===== src/cutoff_pkg.sv =====
/*
 * Shared constants and types for the output force-cutoff unit.
 * Assumes a single 125 MHz system clock and an 8-bit register port.
 */
package cutoff_pkg;

    // ===========================================================
    // Register offsets
    localparam logic [3:0] ctrl_addr = 4'h0;
    localparam logic [3:0] edge_addr = 4'h1;
    localparam logic [3:0] status_addr = 4'h2;
    localparam logic [3:0] level0_addr = 4'h3;
    localparam logic [3:0] level1_addr = 4'h4;
    localparam logic [3:0] enable_addr = 4'h5;

    // ===========================================================
    // Control and status register fields
    localparam int ctl_source_lo = 0;
    localparam int ctl_source_hi = 1;
    localparam int ctl_polarity = 2;
    localparam int ctl_release_select = 3;
    localparam int ctl_timing = 4;
    localparam int ctl_glitch_guard = 5;
    localparam int ctl_release_request = 6;
    localparam int stat_source_flag = 0;
    localparam int stat_group0 = 1;
    localparam int stat_group1 = 2;

    // ===========================================================
    // Reset values
    localparam logic [7:0] ctrl_reset = 8'h00;
    localparam logic [1:0] edge_reset = 2'h0;
    localparam logic [7:0] level_reset = 8'h00;

    // ===========================================================
    // Encodings
    localparam logic [1:0] src_none = 2'h0;
    localparam logic [1:0] src_comparator = 2'h1;
    localparam logic [1:0] src_irq = 2'h2;
    localparam logic [1:0] src_event = 2'h3;
    localparam logic [1:0] lvl_off = 2'h0;
    localparam logic [1:0] lvl_hiz = 2'h1;
    localparam logic [1:0] lvl_low = 2'h2;
    localparam logic [1:0] lvl_high = 2'h3;
    localparam logic [1:0] edge_rise = 2'h0;
    localparam logic [1:0] edge_fall = 2'h1;
    localparam logic [1:0] edge_both = 2'h2;

    typedef enum logic [2:0] {
        mode_compare,
        mode_pwm,
        mode_pwm3,
        mode_reset_sync,
        mode_complementary
    } timer_mode_t;

    // Timer status arriving from the PWM timer
    typedef struct packed {
        logic running;
        logic sw_zero_write;
        logic period_match;
        logic overflow;
        logic [15:0] count;
    } counter_status_t;

    // Pin state: value and enable per group of four pins
    typedef struct packed {
        logic [3:0] value;
        logic [3:0] enable;
    } pin_group_t;

endpackage : cutoff_pkg


===== src/output_cutoff_unit.sv =====
/*
 * Output force-cutoff unit between a two-channel PWM timer and its pins.
 * Assumes the timer supplies counter status, pin values and its own cutoff
 * selection, and that software follows the documented setup order.
 */
// Local design decisions: the plain strobed port and the address map.
`timescale 1ns/1ps
module output_cutoff_unit (
    input wire logic clock,
    input wire logic rst,
    input wire logic [3:0] address,
    input wire logic [7:0] write_data,
    input wire logic write_strobe,
    input wire logic read_strobe,
    output logic [7:0] read_data,
    input wire cutoff_pkg::timer_mode_t timer_mode,
    input wire cutoff_pkg::counter_status_t channel0_status,
    input wire cutoff_pkg::counter_status_t channel1_status,
    input wire logic comparator0_output,
    input wire logic external_irq_input,
    input wire logic event_link_trigger,
    input wire cutoff_pkg::pin_group_t timer_group0,
    input wire cutoff_pkg::pin_group_t timer_group1,
    input wire logic [7:0] timer_cutoff_level0,
    input wire logic [7:0] timer_cutoff_level1,
    output cutoff_pkg::pin_group_t pin_group0,
    output cutoff_pkg::pin_group_t pin_group1,
    output logic timer_pulse_cutoff
);
    import cutoff_pkg::*;

    // ===========================================================
    // Register state
    logic cutoff_unit_clock_enable;
    logic [7:0] cutoff_control_reg;
    logic [1:0] release_edge_select;
    logic [7:0] cutoff_level_select0;
    logic [7:0] cutoff_level_select1;
    logic source_out_of_range_flag;
    logic group0_cutoff_flag;
    logic group1_cutoff_flag;
    logic prev_source;
    logic prev_c0;
    pin_group_t delayed0;
    pin_group_t delayed1;
    counter_status_t prev0;
    counter_status_t prev1;

    wire [1:0] source_select = {cutoff_control_reg[ctl_source_hi], cutoff_control_reg[ctl_source_lo]};
    wire source_polarity = cutoff_control_reg[ctl_polarity];
    wire release_source_select = cutoff_control_reg[ctl_release_select];
    wire release_timing = cutoff_control_reg[ctl_timing];
    wire glitch_guard_enable = cutoff_control_reg[ctl_glitch_guard];
    wire release_request = cutoff_control_reg[ctl_release_request];

    // ===========================================================
    // Register decode
    // Either group held off counts as the unit being in cutoff
    wire cutoff_active = group0_cutoff_flag || group1_cutoff_flag;
    wire wr_ctrl = write_strobe && address == ctrl_addr && cutoff_unit_clock_enable;
    wire wr_edge = write_strobe && address == edge_addr && cutoff_unit_clock_enable && !cutoff_active;
    wire wr_lvl0 = write_strobe && address == level0_addr && cutoff_unit_clock_enable && !cutoff_active;
    wire wr_lvl1 = write_strobe && address == level1_addr && cutoff_unit_clock_enable && !cutoff_active;
    wire wr_en = write_strobe && address == enable_addr;
    wire select_written = wr_ctrl && write_data[1:0] != source_select;

    // ===========================================================
    // Source detection
    wire raw_source = (source_select == src_comparator) ? comparator0_output :
                      (source_select == src_irq) ? external_irq_input : 1'b0;
    wire level_source = raw_source ^ source_polarity;
    wire level_valid = source_select == src_comparator || source_select == src_irq;
    wire event_trigger = source_select == src_event && event_link_trigger;
    // Rising edge of detected level, never at select time, or an event-link trigger
    wire trigger = cutoff_unit_clock_enable &&
                   ((level_valid && level_source && !prev_source && !select_written) ||
                    event_trigger);

    // ===========================================================
    // Release events from the timer
    function automatic logic zero_event(input counter_status_t now, input counter_status_t was,
                                        input logic compare_mode);
        // Counter newly at zero while running; not at start, not at stop
        zero_event = now.running && was.running && now.count == 16'h0000 &&
                     (now.sw_zero_write || now.period_match ||
                      (compare_mode && now.overflow));
    endfunction : zero_event

    wire compare_mode = timer_mode == mode_compare;
    wire zero0 = zero_event(channel0_status, prev0, compare_mode);
    wire zero1 = zero_event(channel1_status, prev1, compare_mode);
    wire c0_now = timer_group0.value[2];
    wire c0_rise = c0_now && !prev_c0;
    wire c0_fall = !c0_now && prev_c0;
    wire edge_hit = (release_edge_select == edge_rise && c0_rise) ||
                    (release_edge_select == edge_fall && c0_fall) ||
                    (release_edge_select == edge_both && (c0_rise || c0_fall));

    logic rel0_event;
    logic rel1_event;
    always_comb begin
        unique case (timer_mode)
            mode_reset_sync: begin
                rel0_event = zero0;
                rel1_event = zero0;
            end
            mode_complementary: begin
                rel0_event = edge_hit;
                rel1_event = edge_hit;
            end
            default: begin
                rel0_event = zero0;
                rel1_event = zero1;
            end
        endcase
    end

    // Hardware path needs no request; software path waits for it
    wire armed = release_source_select ? release_request : 1'b1;
    wire immediate = release_source_select && !release_timing && release_request;
    wire hw_allowed = !release_source_select && source_select != src_event;
    wire release0 = group0_cutoff_flag && (immediate ||
                    ((release_timing || hw_allowed) && armed && rel0_event));
    wire release1 = group1_cutoff_flag && (immediate ||
                    ((release_timing || hw_allowed) && armed && rel1_event));
    wire next_g0 = trigger || (group0_cutoff_flag && !release0);
    wire next_g1 = trigger || (group1_cutoff_flag && !release1);
    wire request_done = release_request && cutoff_active && !next_g0 && !next_g1;

    // ===========================================================
    // Registers
    always_ff @(posedge clock or posedge rst) begin
        if (rst) begin
            cutoff_unit_clock_enable <= 1'b0;
            cutoff_control_reg <= ctrl_reset;
            release_edge_select <= edge_reset;
            cutoff_level_select0 <= level_reset;
            cutoff_level_select1 <= level_reset;
        end else begin
            if (wr_en)
                cutoff_unit_clock_enable <= write_data[0];
            if (wr_ctrl)
                // Request only sets while cutoff holds
                cutoff_control_reg <= {1'b0, write_data[ctl_release_request] && cutoff_active,
                                       write_data[5:0]};
            else if (request_done || !cutoff_active)
                cutoff_control_reg[ctl_release_request] <= 1'b0;
            if (wr_edge)
                release_edge_select <= write_data[1:0];
            if (wr_lvl0)
                cutoff_level_select0 <= write_data;
            if (wr_lvl1)
                cutoff_level_select1 <= write_data;
        end
    end

    always_ff @(posedge clock or posedge rst) begin
        if (rst) begin
            source_out_of_range_flag <= 1'b0;
            group0_cutoff_flag <= 1'b0;
            group1_cutoff_flag <= 1'b0;
            prev_source <= 1'b0;
            prev_c0 <= 1'b0;
            prev0 <= '0;
            prev1 <= '0;
            delayed0 <= '0;
            delayed1 <= '0;
        end else begin
            // Set level wins; clears on undetected level
            source_out_of_range_flag <= level_valid && level_source && cutoff_unit_clock_enable;
            group0_cutoff_flag <= next_g0;
            group1_cutoff_flag <= next_g1;
            // New selection counts as already seen: no edge next cycle
            prev_source <= select_written || (level_valid && level_source);
            prev_c0 <= c0_now;
            prev0 <= channel0_status;
            prev1 <= channel1_status;
            delayed0 <= timer_group0;
            delayed1 <= timer_group1;
        end
    end

    // ===========================================================
    // Pin priority
    function automatic pin_group_t apply_level(input pin_group_t timer_pins, input logic [7:0] unit_lvl,
                                               input logic [7:0] timer_lvl, input logic cut);
        logic [1:0] sel;
        apply_level = timer_pins;
        for (int i = 0; i < 4; i++) begin
            sel = (cut && unit_lvl[2*i +: 2] != lvl_off) ? unit_lvl[2*i +: 2] : timer_lvl[2*i +: 2];
            unique case (sel)
                lvl_hiz: apply_level.enable[i] = 1'b0;
                lvl_low: begin
                    apply_level.enable[i] = 1'b1;
                    apply_level.value[i] = 1'b0;
                end
                lvl_high: begin
                    apply_level.enable[i] = 1'b1;
                    apply_level.value[i] = 1'b1;
                end
                lvl_off: apply_level.enable[i] = timer_pins.enable[i];
            endcase
        end
    endfunction : apply_level

    wire pin_group_t path0 = glitch_guard_enable ? delayed0 : timer_group0;
    wire pin_group_t path1 = glitch_guard_enable ? delayed1 : timer_group1;

    always_ff @(posedge clock or posedge rst) begin
        if (rst) begin
            pin_group0 <= '0;
            pin_group1 <= '0;
            read_data <= 8'h00;
        end else begin
            pin_group0 <= apply_level(path0, cutoff_level_select0, timer_cutoff_level0,
                                      group0_cutoff_flag);
            pin_group1 <= apply_level(path1, cutoff_level_select1, timer_cutoff_level1,
                                      group1_cutoff_flag);
            read_data <= 8'h00;
            if (read_strobe) begin
                unique case (address)
                    ctrl_addr: read_data <= cutoff_control_reg;
                    edge_addr: read_data <= {6'h00, release_edge_select};
                    status_addr: read_data <= {5'h00, group1_cutoff_flag, group0_cutoff_flag,
                                               source_out_of_range_flag};
                    level0_addr: read_data <= cutoff_level_select0;
                    level1_addr: read_data <= cutoff_level_select1;
                    enable_addr: read_data <= {7'h00, cutoff_unit_clock_enable};
                    default: read_data <= 8'h00;
                endcase
            end
        end
    end

    assign timer_pulse_cutoff = timer_mode == mode_complementary && cutoff_active;

    // ===========================================================
    // Checks
    a_trigger_enters_cutoff: assert property (@(posedge clock) disable iff (rst)
        trigger |=> group0_cutoff_flag && group1_cutoff_flag) else $error("cutoff not entered");
    a_immediate_release: assert property (@(posedge clock) disable iff (rst)
        immediate && !trigger |=> !group0_cutoff_flag) else $error("no immediate release");
    a_request_autoclear: assert property (@(posedge clock) disable iff (rst)
        $fell(cutoff_active) |-> !release_request) else $error("request not cleared");
    a_reset_sync_release: assert property (@(posedge clock) disable iff (rst)
        timer_mode == mode_reset_sync && group1_cutoff_flag && zero0 && armed && hw_allowed && !trigger
        |=> !group1_cutoff_flag) else $error("reset sync release missed");
    a_start_no_release: assert property (@(posedge clock) disable iff (rst)
        !prev0.running |-> !zero0) else $error("start treated as release");
    a_stop_no_release: assert property (@(posedge clock) disable iff (rst)
        !channel0_status.running |-> !zero0) else $error("stop treated as release");
    a_flag_tracks_level: assert property (@(posedge clock) disable iff (rst)
        cutoff_unit_clock_enable && level_valid && !level_source |=> !source_out_of_range_flag)
        else $error("source flag stuck");
    a_select_no_cutoff: assert property (@(posedge clock) disable iff (rst)
        select_written && !cutoff_active && !event_trigger && write_data[1:0] != src_event
        |=> !group0_cutoff_flag ##1 !group0_cutoff_flag) else $error("select caused cutoff");
    a_idle_request_ignored: assert property (@(posedge clock) disable iff (rst)
        !cutoff_active |=> !release_request) else $error("idle request kept");
    a_complementary_pulse: assert property (@(posedge clock) disable iff (rst)
        timer_mode == mode_complementary && group0_cutoff_flag |-> timer_pulse_cutoff)
        else $error("pulse cutoff missing");
    a_edge_release_only: assert property (@(posedge clock) disable iff (rst)
        timer_mode == mode_complementary && group0_cutoff_flag && !edge_hit && !immediate
        |=> group0_cutoff_flag) else $error("released without edge");

    c_cutoff_entered: cover property (@(posedge clock) disable iff (rst) $rose(group0_cutoff_flag));
    c_sw_release: cover property (@(posedge clock) disable iff (rst) immediate ##1 !cutoff_active);
    c_edge_release: cover property (@(posedge clock) disable iff (rst)
        timer_mode == mode_complementary && release0);
    c_channel_split: cover property (@(posedge clock) disable iff (rst)
        group1_cutoff_flag && !group0_cutoff_flag);
    c_select_preset: cover property (@(posedge clock) disable iff (rst)
        select_written && !cutoff_active ##2 source_out_of_range_flag);

endmodule : output_cutoff_unit


===== config.mk =====
export PLATFORM = sky130hd
export DESIGN_NAME = output_cutoff_unit
export DESIGN_NICKNAME = d
export VERILOG_FILES = /design/src/cutoff_pkg.sv /design/src/output_cutoff_unit.sv
export SDC_FILE = /design/constraint.sdc
export NUM_CORES = 1
export LEC_CHECK = 0
export ABC_AREA = 1
export BUFFER_PORTS_ARGS = -buffer_cell sky130_fd_sc_hd__buf_2
export CORE_MARGIN = 4
export CORE_UTILIZATION = 50
export CTS_CLUSTER_DIAMETER = 50
export DETAILED_ROUTE_END_ITERATION = 16
export PLACE_DENSITY = 0.92
export SLEW_MARGIN = 20
export SYNTH_ARGS = -nofsm -noshare
export SYNTH_HDL_FRONTEND = slang
export SYNTH_SLANG_ARGS = --single-unit

===== constraint.sdc =====
create_clock -name clock -period 2.5 [get_ports clock]
set_clock_uncertainty 0.05 [all_clocks]
set_input_delay 0.375 -clock clock [delete_from_list [all_inputs] [get_ports clock]]
set_output_delay 0.375 -clock clock [all_outputs]
set_load 0.02 [all_outputs]

==> out/qor.txt, run 1 <==
largest net degree at the start of global routing: 73
crit-path cells: nor2_4 -> nor2_1 -> buf_2
Antenna diodes: 0
Register-to-Register Setup Slack: 0.85 ns
drt drc: 0
Synth Area in Adders: 0.01797
initial antenna violation count: 0
setup TNS: 0 ns
top_reg_cell synth: dfrtp_1
Initial DRT Pass Iterations: 4
TritonCTS Sinks: 72
Setup-failing EPs final: 0
status: finished clean
post-synthesis mux area share: 0.02300
Hold/Removal Path Class: in -> async
die area: 0.008363 mm^2
Synth top area share: 0.5174
Starting Density: 0.5125
library cells used by synthesis: 34
Core Area: 0.006794 mm^2
die width: 91.45 um
clock root buffer: clkbuf_8
I/O pin cnt: 119
nets: 639
Cell Pwr Density: 712.7 mW/mm^2
worst path bufs/invs: 1
# hold bufs at CTS: 0
Vias: 3216
die height: 91.45 um
CTS tree: done
Synth Area in Compound Gates: 0.1078
fill count: 586
Crit Reg-Reg Endpoint: cutoff_control_reg[6]$_DFFE_PP0P_
register area share after synthesis: 0.5174
CP required: 2.08 ns
largest family of logic cells by synthesized area: simple AND/OR/NAND/NOR gates
wirelength, routed: 8596 um
synthesized area per cell: 8.370 um^2
Slew headroom: 0.7143
Post-CTS Setup Inserts: 0
Tmin final: 1.718 ns
Setup crit end kind: primary output
WL/cell: 13.41 um
area grow syn2layout: 26.63%
IO buf count: 118
post-DR vias/cell: 5.017
total global routing overflow: 0
first-pass GRT wire length: 14070 um
most common cell in the netlist: nand2_1
Clk Latency, worst-skew pair: 0.34 ns
Initial DRC Count: 177
post-route ant nets: 0
Post-Synth XOR/XNOR Area: 0.005031
async set or reset register ratio after synthesis: 1.000
share of post-route cells with drive strength above 1: 0.3009
CTS H-tree lvls: 3
post-synth top area cell: dfrtp_1
syn_nets: 515
total track usage: 0.2095
LEAKAGE: 0.002392 uW
RSZ-0062 raised after global routing: false
max-capacitance violation count: 0
Peak supply drop: 0.4733 mV
Worst-path clk slew: 0.08 ns
delay-heaviest family, CP: flip-flops
CP max stage cell: dfrtp_1
FF+latch count, synth: 72
Setup CP Type: reg -> out
Synthesis Warnings: 0
most frequent cells after synthesis: nand2_1 (136), dfrtp_1 (72), inv_1 (44)
vias in the first global route: 3177
critical path peak fanout: 10
fmax: 0.5822 GHz
row count: 30
Worst Path Arrival: 1.29 ns
Synth Cell Area: 0.003482 mm^2
Max Slew Vio Count: 0
dominant cells by area after synthesis: dfrtp_1 (52%), nand2_1 (15%), inv_1 (4.7%)
design area: 0.004409 mm^2
CTS Buf Count: 9
Final Cycle Share: 0.6871
post_cts resized: 0
final hold violation count: 0
startpoint types: flip-flop
placed cell area: 0.004174 mm^2
gpl congestion: 0.8922
Post-synth EDFFs: 0
Clock Path Buffers: 2
Multi-input gate area: 0.001446 mm^2
Crit path depth: 3
simple-gate area share of the yosys netlist: 0.2616
register area: 0.001802 mm^2
Detail Placement HPWL: 6641 um
Worst Tran Pin Value: 0.4286 ns
Reg2Reg Depth: 10
RR Startpoint: cutoff_control_reg[1]$_DFFE_PP0P_
peak per-stage delay on the critical path: 0.60 ns
instance count of the mapped netlist: 416
==> worst max path at each step <==
stage,startpoint,to,slack (ns)
2_1_floorplan,rst,cutoff_control_reg[0]$_DFFE_PP0P_,0.25
3_3_place_gp,address[1],cutoff_control_reg[6]$_DFFE_PP0P_,0.83
3_5_place_dp,address[1],cutoff_control_reg[6]$_DFFE_PP0P_,0.78
4_1_cts,group1_cutoff_flag$_DFF_PP0_,timer_pulse_cutoff,0.77
5_1_grt,group1_cutoff_flag$_DFF_PP0_,timer_pulse_cutoff,0.68
6_report,group1_cutoff_flag$_DFF_PP0_,timer_pulse_cutoff,0.78
==> tightest hold or removal path, stage by stage <==
cell	delay [ns]
buf_2	0.10
inv_2	0.06
buf_12	0.32
==> final cells by class <==
cell class,instances,area share
tap,96,0.02724
clock buffer,10,0.02894
inverter,50,0.04257
clock inverter,6,0.02440
sequential,72,0.4086
multi-input combinational,287,0.3280
timing repair buffer,120,0.1402
==> power by group <==
part	leakage [uW]	switching, uW	internal [uW]
combinational	0.00139	403	252
clock	0.000116	430	660
sequential	0.000889	111	1290
total	0.00239	944	2200
==> placed cells by master (no fill, tap or decap), drive strengths merged <==
cell type  count
buf          120
nand3         12
clkinv         3
and3           1
o22ai          1
nand2        142
nor3           2
nor2          45
ha             5
mux2i          8
a41oi          1
nand3b         3
dfrtp         72
o21ai         37
o21bai         1
o211ai         4
a221oi         1
bufinv         3
o21a           1
xor2           2
a31oi          9
inv           49
clkinvlp       1
clkbuf        10
nand4          6
a21oi          6
==> kinds of logic (layout without fill, tap and decap cells) <==
| logic type | after synthesis | in the layout |
|---|---|---|
| AOI/OAI and AO/OA | 61 | 61 |
| buffers and inverters | 57 | 186 |
| DFF | 72 | 72 |
| muxes | 8 | 8 |
| and+or+nand+nor | 211 | 211 |
| adders and majority gates | 5 | 5 |
| xor gates and xnor gates | 2 | 2 |
==> metal layers <==
metal	wire, um	up-vias	global-route usage
met5	0	-	0
met4	112	0	0.05653
met3	503	12	0.05800
met2	4350	107	0.3561
met1	3630	1518	0.2613
li1	-	1579	-
==> through the flow <==
stage                     instances    util  total power (uW)  hold slack [ns]  setup slack, ns
after detailed placement        625  0.6144              2076           0.4358           0.7843
after global placement          625  0.6144              2046           0.4305           0.8327
after global routing            641  0.6490              3307          0.06529           0.6807
after floorplan                 416       -              1836           0.3564           0.2501
after CTS                       641  0.6490              3159          0.05850           0.7730
final                           641  0.6490              3143          0.04011           0.7822
No activity file was read; power rests on OpenSTA's default activity.
==> inputs of run 2 (changes only) <==
- clock period: 2.5 -> 1.8 ns (I/O delays scaled with it)
==> out/qor.txt, run 2 (synthesized netlist as in run 1, its figures left out) <==
Tmin final: 1.654 ns
critical path peak fanout: 10
CP required: 1.48 ns
Final Cycle Share: 0.9190
status: finished clean
CTS tree: done
Vias: 3296
Core Area: 0.006794 mm^2
Slew headroom: 0.6964
LEAKAGE: 0.002458 uW
die height: 91.45 um
gpl congestion: 0.8655
CTS H-tree lvls: 3
startpoint types: flip-flop
Logic pwr share: 0.224
post_cts resized: 0
clock root buffer: clkbuf_8
I/O pin cnt: 119
Clock Path Buffers: 2
Setup CP Type: reg -> out
Max Slew Vio Count: 0
IO buf count: 118
RSZ-0062 raised after global routing: false
met1 usage: 0.2784
Clk pwr share: 0.321
Antenna diodes: 0
Starting Density: 0.5125
M2 GR Usage: 0.4060
CTS Buf Count: 9
max-capacitance violation count: 0
nets: 659
fill count: 525
wirelength, routed: 9243 um
WHS: 0.03069 ns
largest net degree at the start of global routing: 73
switching share of power: 0.3152
Worst Path Arrival: 1.33 ns
Cell Pwr Density: 937.2 mW/mm^2
commonest non-fill, non-tap cells in the layout: nand2_1 (136), buf_2 (118), dfrtp_1 (72)
post-route ant nets: 0
vias in the first global route: 3423
setup TNS: 0 ns
Peak supply drop: 0.5429 mV
Worst Tran Pin Value: 0.4554 ns
Int Pwr: 2941 uW
Flop pwr share: 0.455
most common cell after layout, fill and taps aside: nand2_1
Register-to-Register Setup Slack: 0.17 ns
row count: 30
Worst-path clk slew: 0.08 ns
total track usage: 0.2291
die area: 0.008363 mm^2
area grow syn2layout: 31.58%
Tot Pwr: 4294 uW
final hold violation count: 0
initial antenna violation count: 0
Hold/Removal Path Class: in -> reg
WL/cell: 14.00 um
die width: 91.45 um
Initial DRT Pass Iterations: 5
fmax: 0.6045 GHz
Clk Latency, worst-skew pair: 0.34 ns
Setup-failing EPs final: 0
Setup crit end kind: primary output
switching power: 1354 uW
post-DR vias/cell: 4.994
Detail Placement HPWL: 6772 um
most used routing layer: met2
share of post-route cells with drive strength above 1: 0.2943
met3 usage in global routing: 0.05220
total global routing overflow: 0
Initial DRC Count: 220
drt drc: 0
TritonCTS Sinks: 72
first-pass GRT wire length: 15380 um
-- run 2: changes by cell type in the layout (fill, tap and decap cells not counted) --
cell / change
clkinvlp_4: +2
dlygate4sd3_1: +18
clkbuf_1: -1
buf_4: +2
inv_2: -1
bufinv_16: -1
-- run 2: area by class of cell --
| class | instances | area, um^2 | area share |
|---|---|---|---|
| Tap cell | 96 | 120.1 | 0.02622 |
| Multi-Input combinational cell | 287 | 1446 | 0.3157 |
| Inverter | 50 | 191.4 | 0.04178 |
| Clock inverter | 6 | 85.08 | 0.01857 |
| Timing Repair Buffer | 140 | 813.3 | 0.1775 |
| Sequential cell | 72 | 1802 | 0.3932 |
| Clock buffer | 9 | 123.9 | 0.02703 |
-- run 2: through the flow --
step                      instances  instance area (um^2)    util  setup WS, ns
after floorplan                 416                  3486       -        0.3654
after global placement          627                  4193  0.6171        0.2612
after detailed placement        627                  4193  0.6171        0.2171
after CTS                       660                  4582  0.6744        0.1405
after global routing            660                  4582  0.6744       0.02083
final                           660                  4582  0.6744        0.1457
-- run 2: worst max-delay path, stage by stage, from the launching register on --
cell and delay, ns:
dfrtp_1 0.62, nor2_4 0.08, nor2_1 0.11, buf_2 0.18
-- run 2: power by group through the flow --
stage / Combinational [uW] / Clock, uW / Sequential (uW)
floorplan: 581 / 0 / 1970
global placement: 885 / 0 / 1970
detailed placement: 927 / 0 / 1980
CTS: 964 / 1400 / 1950
global route: 1080 / 1490 / 1980
finish: 960 / 1380 / 1950
-- run 2: final timing paths --
check	from	cells past startpoint	to
max in group asynchronous	rst	4	read_data[2]$_DFF_PP0_
worst max-delay path	group1_cutoff_flag$_DFF_PP0_	3	timer_pulse_cutoff
worst min register to register	cutoff_level_select0[7]$_DFFE_PP0P_	2	cutoff_level_select0[7]$_DFFE_PP0P_
worst min-delay path	timer_group0[6]	1	delayed0[6]$_DFF_PP0_
worst max register to register	cutoff_control_reg[1]$_DFFE_PP0P_	10	cutoff_control_reg[6]$_DFFE_PP0P_
min in group asynchronous	rst	4	delayed0[2]$_DFF_PP0_
-- run 2: metal layers --
layer,vias to the layer above,wire (um),part of all wire
met5,-,0,0
met4,0,120,0.013
met2,116,4828,0.52
met3,15,563,0.061
li1,1614,-,-
met1,1551,3730,0.40
-- run 2: timing repair --
action	in CTS	in global routing
hold buffers	18	0
hold endpoints to repair	89	0
setup buffers	0	0
endpoints found under the setup margin	0	0
==> inputs of run 3 (changes only) <==
- PLACE_DENSITY: 0.92 -> 0.8
==> out/qor.txt, run 3 (synthesized netlist as in run 1, its figures left out) <==
register area: 0.001803 mm^2
critical path peak fanout: 10
Starting Density: 0.5125
Cells after DPL: 626
Crit. Startpoint: group1_cutoff_flag$_DFF_PP0_
crit-path cells: nor2_4 -> nor2_1 -> buf_2
max-capacitance violation count: 0
row count: 30
Peak supply drop: 0.6036 mV
die width: 91.45 um
most common cell after layout, fill and taps aside: nand2_1
WHS: 0.1334 ns
Flop pwr share: 0.480
Register-to-Register Setup Slack: 0.16 ns
Clk pwr share: 0.287
status: finished clean
post-DR vias/cell: 4.876
Hold/Removal Path Class: in -> reg
Worst Path Arrival: 1.33 ns
delay-heaviest family, CP: flip-flops
RSZ-0062 raised after global routing: false
final hold violation count: 0
switching power: 1360 uW
die height: 91.45 um
area grow syn2layout: 30.87%
placed cell area: 0.004185 mm^2
nets: 659
gpl congestion: 0.9089
first-pass GRT wire length: 14910 um
clock root buffer: clkbuf_8
drt drc: 0
Clock Path Buffers: 2
Post-CTS Setup Inserts: 0
CP max stage cell: dfrtp_1
Clk Latency, worst-skew pair: 0.35 ns
CTS H-tree lvls: 3
Max Slew Vio Count: 0
Multi-input gate area: 0.001446 mm^2
RR Startpoint: cutoff_control_reg[1]$_DFFE_PP0P_
Tmin final: 1.647 ns
Detail Placement HPWL: 6608 um
Slew headroom: 0.6928
Setup crit end kind: primary output
Cell Pwr Density: 893.0 mW/mm^2
CP required: 1.48 ns
Worst Hold End: read_data[4]$_DFF_PP0_
hold path depth: 3
WL/cell: 13.65 um
share of post-route cells with drive strength above 1: 0.2956
I/O pin cnt: 119
Setup-failing EPs final: 0
Crit path depth: 3
vias in the first global route: 3298
startpoint types: flip-flop
Int Pwr: 2709 uW
Hold Crit Start: read_strobe
Vias: 3223
Initial DRC Count: 196
switching share of power: 0.3343
setup TNS: 0 ns
peak per-stage delay on the critical path: 0.63 ns
fmax: 0.6073 GHz
TritonCTS Sinks: 72
fill count: 566
post-route ant nets: 0
largest net degree at the start of global routing: 73
Setup CP Type: reg -> out
Reg2Reg Depth: 11
Antenna diodes: 0
IO buf count: 118
Final Cycle Share: 0.9147
die area: 0.008363 mm^2
CTS Buf Count: 9
wirelength, routed: 9023 um
Initial DRT Pass Iterations: 5
Worst Tran Pin Value: 0.4608 ns
Final Non-Filler Cells: 661
CTS tree: done
Worst-path clk slew: 0.08 ns
Logic pwr share: 0.233
LEAKAGE: 0.002445 uW
total global routing overflow: 0
commonest non-fill, non-tap cells in the layout: nand2_1 (136), buf_2 (118), dfrtp_1 (71)
design area: 0.004557 mm^2
initial antenna violation count: 0
Crit Reg-Reg Endpoint: cutoff_control_reg[6]$_DFFE_PP0P_
total track usage: 0.2245
worst path bufs/invs: 1
Core Area: 0.006794 mm^2
## run 3: cell types whose count changed in the layout (fill, tap and decap cells not counted), sizes merged
cell / change
buf: -1
bufinv: -2
inv: +2
dlygate4sd3: +1
clkbuf: +1
## run 3: power by group through the flow
stage | registers [uW] | logic, uW | clock network [uW]
2_1_floorplan | 1970 | 581 | 0
3_5_place_dp | 1980 | 914 | 0
6_report | 1950 | 950 | 1170
5_1_grt | 1980 | 1050 | 1270
4_1_cts | 1950 | 947 | 1190
3_3_place_gp | 1970 | 879 | 0
## run 3: layout make-up
cell class	instances	share of cell area
repair buffers	140	0.1790
clock inverters	6	0.009336
inverters	50	0.04201
multi-input cells	287	0.3174
clock buffers	10	0.03020
well taps	96	0.02636
flip-flops and latches	72	0.3957
## run 3: worst max path at each step
| stage | endpoint |
|---|---|
| after detailed placement | cutoff_control_reg[6]$_DFFE_PP0P_ |
| after floorplan | cutoff_control_reg[6]$_DFFE_PP0P_ |
| after CTS | cutoff_control_reg[6]$_DFFE_PP0P_ |
| final | timer_pulse_cutoff |
| after global routing | cutoff_control_reg[6]$_DFFE_PP0P_ |
| after global placement | cutoff_control_reg[6]$_DFFE_PP0P_ |
## run 3: what timing repair did
action / CTS / global route
endpoints found under the setup margin: 0 / 1
hold buffers: 18 / 1
resized for setup: 0 / 1
hold endpoints to repair: 89 / 1
## run 3: through the flow
step	utilization	total power [uW]	worst slack (ns)
after floorplan	-	2551	0.3654
after global placement	0.6160	2845	0.2674
after detailed placement	0.6160	2894	0.1646
after CTS	0.6691	4084	0.1338
after global routing	0.6707	4305	0.03284
final	0.6707	4069	0.1535
## run 3: per-layer routing
layer / track usage / part of all wire
met1: 0.2717 / 0.41
met2: 0.3871 / 0.53
met3: 0.05717 / 0.053
met4: 0.07663 / 0.011
met5: 0 / 0
## run 3: worst min-delay path: cells and delay by family
kind / cells / cell delay, ns
AND/OR/NAND/NOR: 1 / 0.07
buffers and inverters: 2 / 0.16
